**src/rtl/gpio_port_pkg.sv**
```systemverilog
package gpio_port_pkg;

    // ----------------------------------------------------------------
    // Port geometry
    // ----------------------------------------------------------------
    localparam int unsigned PIN_COUNT   = 8;
    localparam int unsigned ADDR_W      = 5;
    localparam int unsigned DATA_W      = 32;

    // ----------------------------------------------------------------
    // Register byte offsets
    // ----------------------------------------------------------------
    localparam logic [4:0]  OFS_LATCH   = 5'h00;
    localparam logic [4:0]  OFS_DIR     = 5'h04;
    localparam logic [4:0]  OFS_INPUT   = 5'h08;
    localparam logic [4:0]  OFS_CTRL    = 5'h0C;
    localparam logic [4:0]  OFS_BITOP   = 5'h10;

    // ----------------------------------------------------------------
    // Control register fields
    // ----------------------------------------------------------------
    localparam int unsigned CTRL_PUD_BIT   = 0;
    localparam int unsigned CTRL_SLEEP_BIT = 1;

    // ----------------------------------------------------------------
    // Bit operation register fields
    // ----------------------------------------------------------------
    localparam int unsigned BITOP_IDX_LSB  = 0;
    localparam int unsigned BITOP_IDX_W    = 3;
    localparam int unsigned BITOP_TGT_LSB  = 4;
    localparam int unsigned BITOP_VAL_BIT  = 8;
    localparam logic [1:0]  TGT_LATCH      = 2'h0;
    localparam logic [1:0]  TGT_DIR        = 2'h1;
    localparam logic [1:0]  TGT_INPUT      = 2'h2;

    // ----------------------------------------------------------------
    // Reset values
    // ----------------------------------------------------------------
    localparam logic [7:0]  RST_PORT       = 8'h00;
    localparam logic [1:0]  RST_CTRL       = 2'h0;

    // ----------------------------------------------------------------
    // Bus answer sequencing
    // ----------------------------------------------------------------
    typedef enum logic [0:0] {
        BUS_IDLE = 1'b0,
        BUS_ACK  = 1'b1
    } bus_state_t;

endpackage

```
**src/rtl/gpio_port.sv**
```systemverilog
// The Avalon-MM register port and the placing of the registers were left to the implementer.
`timescale 1ns/10ps
`default_nettype none
module gpio_port (
    input  wire logic        i_clk,
    input  wire logic        i_rst,
    // Avalon-MM slave
    input  wire logic [4:0]  i_avs_address,
    input  wire logic        i_avs_read,
    input  wire logic        i_avs_write,
    input  wire logic [31:0] i_avs_writedata,
    input  wire logic [3:0]  i_avs_byteenable,
    output logic      [31:0] o_avs_readdata,
    output logic             o_avs_waitrequest,
    // Pins
    input  wire logic [7:0]  i_pin,
    output logic      [7:0]  o_pin,
    output logic      [7:0]  o_pin_oe,
    output logic      [7:0]  o_pullup_en,
    // Alternate function overrides
    input  wire logic [7:0]  i_alt_en,
    input  wire logic [7:0]  i_alt_oe,
    input  wire logic [7:0]  i_alt_out,
    // Sleep controller and external interrupt enables
    input  wire logic        i_deep_sleep,
    input  wire logic [7:0]  i_ext_int_en
);

    // ----------------------------------------------------------------
    // State
    // ----------------------------------------------------------------
    logic [7:0]                dir_r;
    logic [7:0]                dir_nxt;
    logic [7:0]                latch_r;
    logic [7:0]                latch_nxt;
    logic                      pud_r;
    logic                      pud_nxt;
    logic                      sw_sleep_r;
    logic                      sw_sleep_nxt;
    logic [31:0]               rdata_r;
    logic [31:0]               rdata_nxt;
    gpio_port_pkg::bus_state_t bus_r;
    gpio_port_pkg::bus_state_t bus_nxt;

    wire  [7:0]                pin_clamped;
    wire  [7:0]                pin_sync;
    wire                       sleep_any;

    // ----------------------------------------------------------------
    // Bus handshake
    // ----------------------------------------------------------------
    wire req;
    wire ack;
    wire wr_go;

    // One wait cycle for every access keeps read data registered
    assign req               = i_avs_read | i_avs_write;
    assign ack               = req & (bus_r == gpio_port_pkg::BUS_ACK);
    assign wr_go             = ack & i_avs_write;
    assign o_avs_waitrequest = req & ~ack;

    // Sequencer: idle until a request, then one answer cycle
    always_comb begin
        case (bus_r)
            gpio_port_pkg::BUS_IDLE: begin
                bus_nxt = req ? gpio_port_pkg::BUS_ACK : gpio_port_pkg::BUS_IDLE;
            end
            gpio_port_pkg::BUS_ACK: begin
                bus_nxt = gpio_port_pkg::BUS_IDLE;
            end
            default: begin
                bus_nxt = gpio_port_pkg::BUS_IDLE;
            end
        endcase
    end

    // ----------------------------------------------------------------
    // Address decode
    // ----------------------------------------------------------------
    wire sel_latch;
    wire sel_dir;
    wire sel_input;
    wire sel_ctrl;
    wire sel_bitop;
    wire be0;

    assign sel_latch = (i_avs_address == gpio_port_pkg::OFS_LATCH);
    assign sel_dir   = (i_avs_address == gpio_port_pkg::OFS_DIR);
    assign sel_input = (i_avs_address == gpio_port_pkg::OFS_INPUT);
    assign sel_ctrl  = (i_avs_address == gpio_port_pkg::OFS_CTRL);
    assign sel_bitop = (i_avs_address == gpio_port_pkg::OFS_BITOP);
    // Port data sits in byte lane 0, except the bit-operation value at bit 8
    assign be0       = i_avs_byteenable[0];

    // ----------------------------------------------------------------
    // Whole-register writes
    // ----------------------------------------------------------------
    wire       wr_latch;
    wire       wr_dir;
    wire       wr_toggle;
    wire       wr_ctrl;
    wire [7:0] wdata8;

    assign wdata8    = i_avs_writedata[7:0];
    assign wr_latch  = wr_go & be0 & sel_latch;
    assign wr_dir    = wr_go & be0 & sel_dir;
    assign wr_toggle = wr_go & be0 & sel_input;
    assign wr_ctrl   = wr_go & be0 & sel_ctrl;

    // ----------------------------------------------------------------
    // Single-bit operation decode
    // ----------------------------------------------------------------
    wire                               wr_bitop;
    wire [gpio_port_pkg::BITOP_IDX_W-1:0] bit_idx;
    wire [1:0]                         bit_tgt;
    wire                               bit_val;
    wire [7:0]                         bit_mask;
    wire                               bit_latch;
    wire                               bit_dir;
    wire                               bit_input;

    assign wr_bitop  = wr_go & be0 & sel_bitop;
    assign bit_idx   = i_avs_writedata[gpio_port_pkg::BITOP_IDX_LSB +:
                                       gpio_port_pkg::BITOP_IDX_W];
    assign bit_tgt   = i_avs_writedata[gpio_port_pkg::BITOP_TGT_LSB +: 2];
    assign bit_val   = i_avs_writedata[gpio_port_pkg::BITOP_VAL_BIT];
    // Mask holds exactly one bit so the neighbours stay put
    assign bit_mask  = 8'h01 << bit_idx;
    assign bit_latch = wr_bitop & (bit_tgt == gpio_port_pkg::TGT_LATCH);
    assign bit_dir   = wr_bitop & (bit_tgt == gpio_port_pkg::TGT_DIR);
    // Clearing an input bit is a no-op, setting one toggles
    assign bit_input = wr_bitop & (bit_tgt == gpio_port_pkg::TGT_INPUT) & bit_val;

    // ----------------------------------------------------------------
    // Next-value logic for direction and latch
    // ----------------------------------------------------------------
    wire [7:0] dir_bitop;
    wire [7:0] latch_bitop;
    wire [7:0] toggle_mask;

    assign dir_bitop   = bit_val ? (dir_r | bit_mask) : (dir_r & ~bit_mask);
    assign latch_bitop = bit_val ? (latch_r | bit_mask) : (latch_r & ~bit_mask);
    // Toggle ignores direction entirely
    assign toggle_mask = (wr_toggle ? wdata8 : 8'h00) |
                         (bit_input ? bit_mask : 8'h00);

    always_comb begin
        dir_nxt = dir_r;
        if (wr_dir) begin
            dir_nxt = wdata8;
        end else if (bit_dir) begin
            dir_nxt = dir_bitop;
        end
    end

    always_comb begin
        latch_nxt = latch_r ^ toggle_mask;
        if (wr_latch) begin
            latch_nxt = wdata8;
        end else if (bit_latch) begin
            latch_nxt = latch_bitop;
        end
    end

    // Global control: pull-up disable and a software sleep request
    always_comb begin
        pud_nxt      = pud_r;
        sw_sleep_nxt = sw_sleep_r;
        if (wr_ctrl) begin
            pud_nxt      = i_avs_writedata[gpio_port_pkg::CTRL_PUD_BIT];
            sw_sleep_nxt = i_avs_writedata[gpio_port_pkg::CTRL_SLEEP_BIT];
        end
    end

    // ----------------------------------------------------------------
    // Read mux
    // ----------------------------------------------------------------
    wire [7:0] rd_port;
    wire [1:0] rd_ctrl;

    assign rd_ctrl = {sw_sleep_r, pud_r};
    assign rd_port = sel_latch ? latch_r :
                     sel_dir   ? dir_r :
                     sel_input ? pin_sync :
                     sel_ctrl  ? {6'h00, rd_ctrl} :
                     8'h00;

    // Captured on the wait cycle, shown on the answer cycle
    always_comb begin
        rdata_nxt = rdata_r;
        if (i_avs_read & ~ack) begin
            rdata_nxt = {24'h000000, rd_port};
        end
    end

    assign o_avs_readdata = rdata_r;

    // ----------------------------------------------------------------
    // Registers
    // ----------------------------------------------------------------
    // Asynchronous clear tri-states pins not under alternate override even with the clock stopped
    always_ff @(posedge i_clk or posedge i_rst) begin
        if (i_rst) begin
            dir_r   <= gpio_port_pkg::RST_PORT;
            latch_r <= gpio_port_pkg::RST_PORT;
        end else begin
            dir_r   <= dir_nxt;
            latch_r <= latch_nxt;
        end
    end

    always_ff @(posedge i_clk or posedge i_rst) begin
        if (i_rst) begin
            pud_r      <= gpio_port_pkg::RST_CTRL[gpio_port_pkg::CTRL_PUD_BIT];
            sw_sleep_r <= gpio_port_pkg::RST_CTRL[gpio_port_pkg::CTRL_SLEEP_BIT];
        end else begin
            pud_r      <= pud_nxt;
            sw_sleep_r <= sw_sleep_nxt;
        end
    end

    always_ff @(posedge i_clk or posedge i_rst) begin
        if (i_rst) begin
            bus_r   <= gpio_port_pkg::BUS_IDLE;
            rdata_r <= 32'h00000000;
        end else begin
            bus_r   <= bus_nxt;
            rdata_r <= rdata_nxt;
        end
    end

    // ----------------------------------------------------------------
    // Per-pin control
    // ----------------------------------------------------------------
    assign sleep_any = i_deep_sleep | sw_sleep_r;

    // Each pin decodes alone, so overrides never leak sideways
    genvar g;
    generate
        for (g = 0; g < gpio_port_pkg::PIN_COUNT; g = g + 1) begin : g_pin
            gpio_pin_ctrl u_pin (
                .i_dir         (dir_r[g]),
                .i_latch       (latch_r[g]),
                .i_pud         (pud_r),
                .i_alt_en      (i_alt_en[g]),
                .i_alt_oe      (i_alt_oe[g]),
                .i_alt_out     (i_alt_out[g]),
                .i_sleep       (sleep_any),
                .i_ext_int_en  (i_ext_int_en[g]),
                .i_pin_raw     (i_pin[g]),
                .o_pin_out     (o_pin[g]),
                .o_pin_oe      (o_pin_oe[g]),
                .o_pullup      (o_pullup_en[g]),
                .o_pin_clamped (pin_clamped[g])
            );
        end
    endgenerate

    // ----------------------------------------------------------------
    // Input synchroniser
    // ----------------------------------------------------------------
    // Adds one to two cycles of delay; read back after a write lags
    gpio_input_sync u_sync (
        .i_clk   (i_clk),
        .i_rst   (i_rst),
        .i_async (pin_clamped),
        .o_sync  (pin_sync)
    );

endmodule
`default_nettype wire

```
**src/rtl/gpio_input_sync.sv**
```systemverilog
`timescale 1ns/10ps
`default_nettype none
module gpio_input_sync (
    input  wire logic       i_clk,
    input  wire logic       i_rst,
    input  wire logic [7:0] i_async,
    output logic      [7:0] o_sync
);

    // ----------------------------------------------------------------
    // Two-stage synchroniser
    // ----------------------------------------------------------------
    logic [7:0] meta_r;
    logic [7:0] sync_r;

    // First stage feeds only the second; pin level may be metastable
    always_ff @(posedge i_clk or posedge i_rst) begin
        if (i_rst) begin
            meta_r <= gpio_port_pkg::RST_PORT;
            sync_r <= gpio_port_pkg::RST_PORT;
        end else begin
            meta_r <= i_async;
            sync_r <= meta_r;
        end
    end

    assign o_sync = sync_r;

endmodule
`default_nettype wire

```
**src/rtl/gpio_pin_ctrl.sv**
```systemverilog
`timescale 1ns/10ps
`default_nettype none
module gpio_pin_ctrl (
    input  wire logic i_dir,
    input  wire logic i_latch,
    input  wire logic i_pud,
    input  wire logic i_alt_en,
    input  wire logic i_alt_oe,
    input  wire logic i_alt_out,
    input  wire logic i_sleep,
    input  wire logic i_ext_int_en,
    input  wire logic i_pin_raw,
    output logic      o_pin_out,
    output logic      o_pin_oe,
    output logic      o_pullup,
    output logic      o_pin_clamped
);

    // ----------------------------------------------------------------
    // Per-pin drive and pull-up decode
    // ----------------------------------------------------------------
    wire gp_oe;
    wire gp_pull;
    wire clamp;

    // Alternate override acts on this pin alone
    assign gp_oe         = i_dir;
    assign gp_pull       = ~i_dir & i_latch & ~i_pud;
    assign o_pin_oe      = i_alt_en ? i_alt_oe : gp_oe;
    assign o_pin_out     = i_alt_en ? i_alt_out : i_latch;
    assign o_pullup      = ~i_alt_en & gp_pull;
    // Clamp stops floating inputs burning current in deep sleep
    assign clamp         = i_sleep & ~i_ext_int_en & ~i_alt_en;
    assign o_pin_clamped = i_pin_raw & ~clamp;

endmodule
`default_nettype wire

```
**config.mk**
```make
export PLATFORM = sky130hd
export DESIGN_NAME = gpio_port
export DESIGN_NICKNAME = d
export VERILOG_FILES = /design/src/rtl/gpio_port_pkg.sv /design/src/rtl/gpio_port.sv /design/src/rtl/gpio_input_sync.sv /design/src/rtl/gpio_pin_ctrl.sv
export SDC_FILE = /design/constraint.sdc
export NUM_CORES = 1
export LEC_CHECK = 0
export BUFFER_PORTS_ARGS = -buffer_cell sky130_fd_sc_hd__buf_2
export CAP_MARGIN = 20
export CORE_MARGIN = 2
export CORE_UTILIZATION = 35
export CTS_CLUSTER_DIAMETER = 150
export DETAILED_ROUTE_END_ITERATION = 8
export GPL_ROUTABILITY_DRIVEN = 1
export PLACE_DENSITY = 0.69
export SETUP_SLACK_MARGIN = 0.15
export SLEW_MARGIN = 0
export SYNTH_ARGS = -nofsm -noshare
export SYNTH_HDL_FRONTEND = slang
export SYNTH_HIERARCHICAL = 1
export SYNTH_SLANG_ARGS = --single-unit
```
**constraint.sdc**
```tcl
create_clock -name i_clk -period 4.85 [get_ports i_clk]
set_clock_uncertainty 0.15 [all_clocks]
set_input_delay 0.2425 -clock i_clk [delete_from_list [all_inputs] [get_ports i_clk]]
set_output_delay 0.2425 -clock i_clk [all_outputs]
set_load 0.02 [all_outputs]
```
# After elaboration in Yosys (flattened, before gate mapping)
# Cells that the tools add are included.
classes:
  eq_ne: 6
  shifts: 1
  n_mux: 30
  bitwise: 106
  n_reduce_logical: 3
ops:
  columns: ["cell", "count"]
  rows:
  - ["2-to-1 mux 8 bit", 11]
  - ["AND 1 bit", 62]
  - ["NOT 1 bit", 35]
  - ["OR 8 bit", 3]
  - ["2-to-1 mux 1 bit", 17]
  - ["AND 8 bit", 2]
  - ["equality test 5 x 4 -> 1 bit, second input constant", 2]
  - ["NOT 8 bit", 1]
  - ["left shift 1 x 3 -> 8 bit, first input constant", 1]
  - ["bitwise XOR 8 bit", 1]
  - ["equality test 5 x 3 -> 1 bit, second input constant", 1]
  - ["equality test 5 bit, second input constant", 1]
  - ["zero test 5 bit", 1]
  - ["equality test 2 x 1 -> 1 bit, second input constant", 1]
  - ["equality test 2 bit, second input constant", 1]
  - ["zero test 2 bit", 1]
  - ["2-to-1 mux 2 bit", 1]
  - ["OR 1 bit", 2]
  - ["one-hot mux 1 bit (2 select lines)", 1]
  - ["nonzero test 2 bit", 1]
word_totals:
  regBits: 43
  inputBits: 86

# Depth between registers and ports, before layout
# Gate-level depths: netlist (run 1).
depth:
  depth_word: 12
  ltp_mapped: 8
  depth_no_buf: 5

# By module
# Netlist (run 1), hierarchy kept.
modules_own_cells:
  columns: ["mod", "n_inst", "cells_per_inst", "area_each_um2"]
  rows:
  - ["gpio_port", 1, 253, 2180.8]
  - ["gpio_input_sync", 1, 17, 404.1]
  - ["gpio_pin_ctrl", 8, 5, 48.8]

# Least setup slack after synthesis (run 1)
# OpenSTA, ideal clock, no wires.
synth_timing:
  path_type: "input -> register"
  start: "input i_avs_address[1]"
  end: "register with a tool-made name"
  arrival_time_ns: 1.550
  required_ns: 4.618
  path_slack_ns: 3.068
  stages: 5
  n_path_buf: 0
  cell_sequence: "or3_4 or4_4 a21oi_4 a221oi_1 a31oi_1"
synth_rtl:
  columns: ["element", "line", "rtl"]
  rows:
  - ["from (decl)", "gpio_port.sv:8", "input wire logic [4:0] i_avs_address,"]

==> out/qor.csv, run 1 <==
metric,value,unit
num_rows,33,
ys.warnings.count,6,
mostFrequentLayoutCells,"buf_2, dfrtp_1, nor2_1",
dpl.hpwl,5810,um
die_w,96.2,um
critPathMaxStageDelay,0.47,ns
cp_slowest_cell,and4b_1,
drtPass1Iterations,4,
grt-ovfl-total,0,
syn_area,0.00298,sq mm
vdd_drop_max,0.000156,V
grt_max_degree,30,
period_minus_slack,2.16,ns
finalCritPeriodShare,0.446,
ff_latch_area,0.00108,sq mm
cts_tree,yes,
clk_pin_slew,0.08,ns
vias,2701,
yosys_register_bits,43,
diodes,0,
die_area,0.00925,sq mm
cts_sinks,43,
cts.repair.resized,0,
layout-drive-gt1-share,0.363,
synth.avg_cell_area,9.60,sq um
p_leak,1.57,nW
ant_nets,0,
num_io_pins,143,
drc_errors,0,
initial_core_util,0.362,
fmax,0.463,GHz
power_density,261,mW/mm^2
crit_family,simple AND/OR/NAND/NOR gates,
min_path_cells,2,
synthArstFlopShare,1.00,
grt_pass1_wl,12200,um
slew_headroom,0.414,
drt_iter0_markers,186,
worst_slew_pin_slew,0.878,ns
routedWlPerCell,16.1,um
nets,479,
worst_r2r_path_depth,5,
synth_edf_count,0,
cp-end-kind,register,
ys_seq_area_frac,0.362,
postCtsHoldBufs,1,
drt_wl_total,8050,um
fin_setup_tns,0,ns
clock_tree.buffer_depth,2,
antenna_found_initial,0,
crit_type,reg -> reg,
track_usage,0.173,
path_cells,and4b_1 > nand4_2 > nor4_1 > mux2i_1 > o21ai_0,
cts_root_buffer,clkbuf_8,
layout_commonest_cell,buf_2,
clk_latency,0.29,ns
maxCapViolations,0,
placed_cells,488,
cp_max_fo,10,
crit_required,4.85,ns
worst_ep_arrival_time,2.17,ns
area_delta_synth_final,16.9,%
postSynthCellCount,310,
cts_buffers,5,
status,"finished, final reports clean",
place_ws,2.22,ns
cts_max_level,2,
port_buffers,92,
worstHoldStart,i_pin[7],
start_kind,register,
layout.cells.non_filler,499,
vias_per_cell,5.41,
post-cts-setup-buffers,0,
reg2reg_slack,2.69,ns
synth_cell_type_count,52,
multiInputGateArea,0.00165,sq mm
min_to,u_sync/meta_r[7],
grt_pass1_vias,2425,
drv_slew,0,
hold_violations,0,
cp_num_buf_inv,0,
worst_r2r_startpoint,bus_r,
worst_slack,2.69,ns
rsz0062_at_grt,no,
hold_class,in -> reg,
whs,0.0344,ns
gp_congestion,0.835,
coreArea,0.00822,sq mm
die_h,96.2,um
fill_cells,832,
setup_viol_count_final,0,
synth_ff_type,dfrtp_1,
## worst max path at each step
| stage | from | endpoint | cells past startpoint |
|---|---|---|---|
| after floorplan | i_avs_address[1] | register | 5 |
| after global placement | i_avs_address[2] | register | 6 |
| after detailed placement | i_avs_address[2] | register | 6 |
| after CTS | bus_r | register | 5 |
| after global routing | bus_r | register | 5 |
| final | bus_r | register | 5 |
## cells in the mapped netlist, drive strengths merged (2+ instances only)
cell type | number | area (sq um)
o31ai | 2 | 15.0
or3 | 2 | 17.5
clkbuf | 11 | 61.3
a21oi | 21 | 116
a221o | 8 | 80.1
nor3b | 4 | 30.0
nand3 | 7 | 35.0
buf | 32 | 244
mux2i | 6 | 60.1
nor3 | 7 | 35.0
a22oi | 8 | 60.1
and2 | 2 | 12.5
nor4 | 3 | 33.8
inv | 6 | 22.5
mux2 | 20 | 225
nand2b | 2 | 12.5
a21boi | 9 | 67.6
nand2 | 16 | 60.1
nor4b | 9 | 135
o21ai | 13 | 65.1
a221oi | 8 | 70.1
dfrtp | 43 | 1080
and3 | 5 | 31.3
nor2 | 31 | 116
or2 | 2 | 12.5
a22o | 6 | 53.8
nor2b | 3 | 18.8
a31oi | 8 | 50.1
## kinds of logic (layout without fill, tap and decap cells)
logic type             count (synthesis)  in the layout  synth area share
other                                  1             24           0.00126
buffers and inverters                 50            111             0.116
DFF                                   43             43             0.362
AOI/OAI and AO/OA                     91             91             0.218
and+or+nand+nor                       99             99             0.207
muxes                                 26             26            0.0959
## through the flow
step	instance area (sq um)	total power [W]	util
2_1_floorplan	3060	0.000612	-
3_3_place_gp	3350	0.000682	0.408
3_5_place_dp	3350	0.000689	0.408
4_1_cts	3450	0.000913	0.419
5_1_grt	3480	0.000962	0.423
6_report	3480	0.000909	0.423
## layout make-up
| class | instances | area share |
|---|---|---|
| multi-input combinational | 240 | 0.473 |
| sequential | 43 | 0.309 |
| timing repair buffer | 97 | 0.149 |
| tap | 105 | 0.0378 |
| clock buffer | 6 | 0.0209 |
| inverter | 6 | 0.00647 |
| clock inverter | 2 | 0.00360 |
## report_power, final
group	switching, W	leakage, nW	total [W]	internal, W
registers	0.0000412	0.541	0.000438	0.000397
logic	0.000149	0.984	0.000247	0.0000977
clock network	0.000123	0.0412	0.000224	0.000101
## per-layer routing
metal / vias to the layer above / share of wire / global-route usage
met4: 0 / 0.018 / 0.0643
met1: 1291 / 0.41 / 0.234
met3: 12 / 0.078 / 0.0360
met5: - / 0 / 0
li1: 1278 / - / -
met2: 120 / 0.49 / 0.273
(Power assumes the default switching activity.)
==> run 2, diff against run 1 <==
- clock period: 4.85 -> 2 ns (I/O delays scaled with it)
==> out/qor.csv, run 2 (synthesis gave the netlist of run 1 again) <==
metric,value,unit
status,finished with violations,
violations,negative hold slack,
crit_required,2.01,ns
power_density,575,mW/mm^2
num_io_pins,143,
period_minus_slack,1.84,ns
vias,2889,
die_w,96.2,um
port_buffers,92,
initial_core_util,0.362,
setup_viol_count_final,0,
stdcell_area,0.00394,sq mm
p_leak,1.78,nW
ff_latch_area,0.00108,sq mm
cts_buffers,5,
fmax,0.544,GHz
cts_tree,yes,
placed_cells,504,
die_area,0.00925,sq mm
clk_pin_slew,0.08,ns
vdd_drop_max,0.000322,V
grt_pass1_wl,13400,um
maxCapViolations,0,
ant_nets,0,
hold_class,in -> reg,
start_kind,register,
worst_ep_arrival_time,1.84,ns
num_rows,33,
multiInputGateArea,0.00174,sq mm
coreArea,0.00822,sq mm
utilization,0.479,
track_usage,0.187,
slew_headroom,0.603,
cts_sinks,43,
rsz0062_at_grt,yes,
dpl.hpwl,6260,um
fin_setup_tns,0,ns
fill_cells,778,
layout-drive-gt1-share,0.408,
die_h,96.2,um
vias_per_cell,5.34,
hold_violations,1,
drv_slew,0,
layout.cells.non_filler,541,
crit_type,reg -> reg,
antenna_found_initial,0,
gp_congestion,0.918,
clk_latency,0.30,ns
mostFrequentLayoutCells,"buf_2, dfrtp_1, nor2_1",
whs,-0.00124,ns
layout_commonest_cell,buf_2,
grt_max_degree,29,
finalCritPeriodShare,0.919,
drt_iter0_markers,218,
drt_wl_total,8750,um
nets,521,
worst_slew_pin_slew,0.595,ns
grt_pass1_vias,2727,
cts_max_level,2,
grt-ovfl-total,0,
cp_max_fo,5,
clock_tree.buffer_depth,2,
diodes,0,
cts_root_buffer,clkbuf_8,
drc_errors,0,
cp-end-kind,register,
area_delta_synth_final,32.3,%
placed_area,0.00347,sq mm
drtPass1Iterations,4,
routedWlPerCell,16.2,um
## run 2: changes by cell type in the layout (fill, tap and decap cells not counted), sizes merged
cell	previous run	this run
buf	96	117
dlygate4sd3	1	22
## run 2: routing by layer
| layer | global-route usage | wire (um) | vias to the layer above |
|---|---|---|---|
| li1 | - | - | 1361 |
| met1 | 0.247 | 3640 | 1385 |
| met2 | 0.314 | 4380 | 130 |
| met3 | 0.0266 | 602 | 13 |
| met4 | 0.0571 | 134 | 0 |
| met5 | 0 | 0 | - |
## run 2: area by class of cell
type                    count  share of cell area
flip-flops and latches     43               0.273
clock inverters             2             0.00318
repair buffers            139               0.223
well taps                 105              0.0334
clock buffers               6              0.0184
inverters                   6             0.00572
multi-input cells         240               0.443
## run 2: path summary, 6_finish.rpt
path / slack [ns] / startpoint / depth (start not counted) / to
max: 0.16 / bus_r / 6 / register
min: -0.001 / i_avs_writedata[5] / 3 / register
max reg2reg: 0.16 / bus_r / 6 / register
min reg2reg: 0.20 / u_sync/meta_r[5] / 0 / u_sync/o_sync[5]
max in group asynchronous: 1.03 / i_rst / 3 / u_sync/o_sync[1]
min in group asynchronous: 0.27 / i_rst / 3 / u_sync/meta_r[6]
## run 2: report_power, final
group          total, W  internal, W  leakage [nW]  switching (W)
sequential      0.00106     0.000963         0.541      0.0000933
clock          0.000531     0.000244        0.0412       0.000287
combinational  0.000676     0.000285          1.19       0.000391
total           0.00226      0.00149          1.78       0.000771
## run 2: per-stage QoR
step | setup WS, ns | total power, W
global placement | 0.0679 | 0.00167
CTS | 0.158 | 0.00226
finish | 0.163 | 0.00226
floorplan | 0.262 | 0.00148
detailed placement | 0.0711 | 0.00169
global route | 0.0854 | 0.00240
## run 2: timing repair
action	CTS	global route
resized for setup	6	23
setup endpoints to repair	5	15
endpoints found under the hold margin	55	0
setup buffers	0	7
pin swaps	1	6
hold buffers	22	0
## run 2: worst max-delay path, cell delays in order (launching register included)
cell and delay, ns:
dfrtp_1 0.43, and4b_2 0.32, nand4_4 0.18, buf_4 0.20, nor2_1 0.14, mux2i_1 0.18, o21ai_0 0.09
==> run 3, diff against run 2 <==
- clock period: 2 -> 1.8 ns (I/O delays scaled with it)
==> out/qor.csv, run 3 (synthesis gave the netlist of run 1 again) <==
metric,value,unit
status,"finished, final reports clean",
fill_cells,743,
fmax,0.564,GHz
worst_slew_pin_slew,0.612,ns
period_minus_slack,1.77,ns
p_leak,1.90,nW
vias_per_cell,5.44,
clock_tree.buffer_depth,2,
hold_class,in -> reg,
vias,3036,
setup_viol_count_final,0,
num_rows,33,
reg2reg_slack,0.03,ns
drv_slew,0,
port_buffers,92,
crit_required,1.87,ns
dpl.hpwl,6500,um
die_area,0.00925,sq mm
grt.busiest_layer,met2,
cp-end-kind,register,
hold_violations,0,
layout_commonest_cell,buf_2,
grt-ovfl-total,0,
grt_pass1_vias,2988,
mostFrequentLayoutCells,"buf_2, dfrtp_1, buf_4",
die_w,96.2,um
die_h,96.2,um
rsz0062_at_grt,yes,
drtPass1Iterations,5,
placed_cells,514,
layout-drive-gt1-share,0.433,
gp_congestion,0.836,
cp_max_fo,6,
diodes,0,
use_met3,0.0360,
routedWlPerCell,17.3,um
grt_use_met1,0.257,
path_cells,nand4b_4 > or4_4 > a21oi_4 > a221oi_2 > a31oi_1,
start_kind,register,
finalCritPeriodShare,0.984,
grt_max_degree,28,
initial_core_util,0.362,
maxCapViolations,0,
stdcell_area,0.00418,sq mm
grt_pass1_wl,14800,um
antenna_found_initial,0,
cp_slowest_cell,or4_4,
worst_ep_arrival_time,1.84,ns
drc_errors,0,
whs,0.00232,ns
fin_setup_tns,0,ns
power_density,691,mW/mm^2
placed_area,0.00358,sq mm
num_io_pins,143,
crit_type,reg -> reg,
area_delta_synth_final,40.3,%
use_met2,0.363,
clk_latency,0.29,ns
cts_sinks,43,
drt_iter0_markers,243,
ant_nets,0,
track_usage,0.206,
drt_wl_total,9630,um
cts_buffers,5,
cts_max_level,2,
total_power,0.00288,W
nets,538,
critPathMaxStageDelay,0.44,ns
coreArea,0.00822,sq mm
vdd_drop_max,0.000401,V
cts_root_buffer,clkbuf_8,
cts_tree,yes,
slew_headroom,0.591,
layout.cells.non_filler,558,
clk_pin_slew,0.09,ns
run 3: cell count changes in the layout (fill, tap and decap cells not counted), moves of 2 or more:
cell and change:
nor3_1 -2, nor2_4 -2, bufinv_16 +2, buf_4 +9, dlygate4sd3_1 +6, nor2_2 +3
run 3: timing repair:
item	in CTS	in global routing
cloned	1	1
buffers inserted	3	3
resized for setup	14	20
pin swaps	7	8
endpoints found under the setup margin	20	27
hold buffers	28	0
hold endpoints to repair	56	0
run 3: through the flow:
stage                util  setup WS, ns
detailed placement  0.436       -0.0957
CTS                 0.497        0.0389
global placement    0.436       -0.0446
finish              0.508        0.0284
global route        0.508       -0.0836
floorplan               -         0.136
run 3: area by class of cell:
cell class / count / area, sq um / share of cell area
Clock buffer: 6 / 72.6 / 0.0174
Tap cell: 105 / 131 / 0.0315
Multi-Input combinational cell: 241 / 1790 / 0.428
Clock inverter: 2 / 60.1 / 0.0144
Sequential cell: 43 / 1080 / 0.258
Inverter: 6 / 22.5 / 0.00539
Timing Repair Buffer: 155 / 1020 / 0.245
run 3: power by group:
group / internal, W / total (W) / switching, W
sequential: 0.00107 / 0.00118 / 0.000106
clock: 0.000555 / 0.000907 / 0.000352
combinational: 0.000343 / 0.000802 / 0.000458
total: 0.00197 / 0.00288 / 0.000916
run 3: layer usage:
metal | vias to the layer above | share of wire
met5 | - | 0
met4 | 0 | 0.013
met3 | 14 | 0.061
met2 | 139 | 0.52
met1 | 1482 | 0.41
li1 | 1401 | -
run 3: worst paths after layout:
check	endpoint	from	cells past startpoint
hold reg to reg	u_sync/o_sync[6]	u_sync/meta_r[6]	0
min in group asynchronous	u_sync/o_sync[0]	i_rst	3
setup reg to reg	register	bus_r	5
max in group asynchronous	u_sync/meta_r[6]	i_rst	3
setup / recovery	register	bus_r	5
hold / removal	u_sync/meta_r[1]	i_alt_en[1]	3
run 3: worst max-delay path, delay by kind of cell, from the launching register on:
kind / cells / cell delay [ns]
compound gates: 3 / 0.56
flops: 1 / 0.41
simple gates: 2 / 0.56
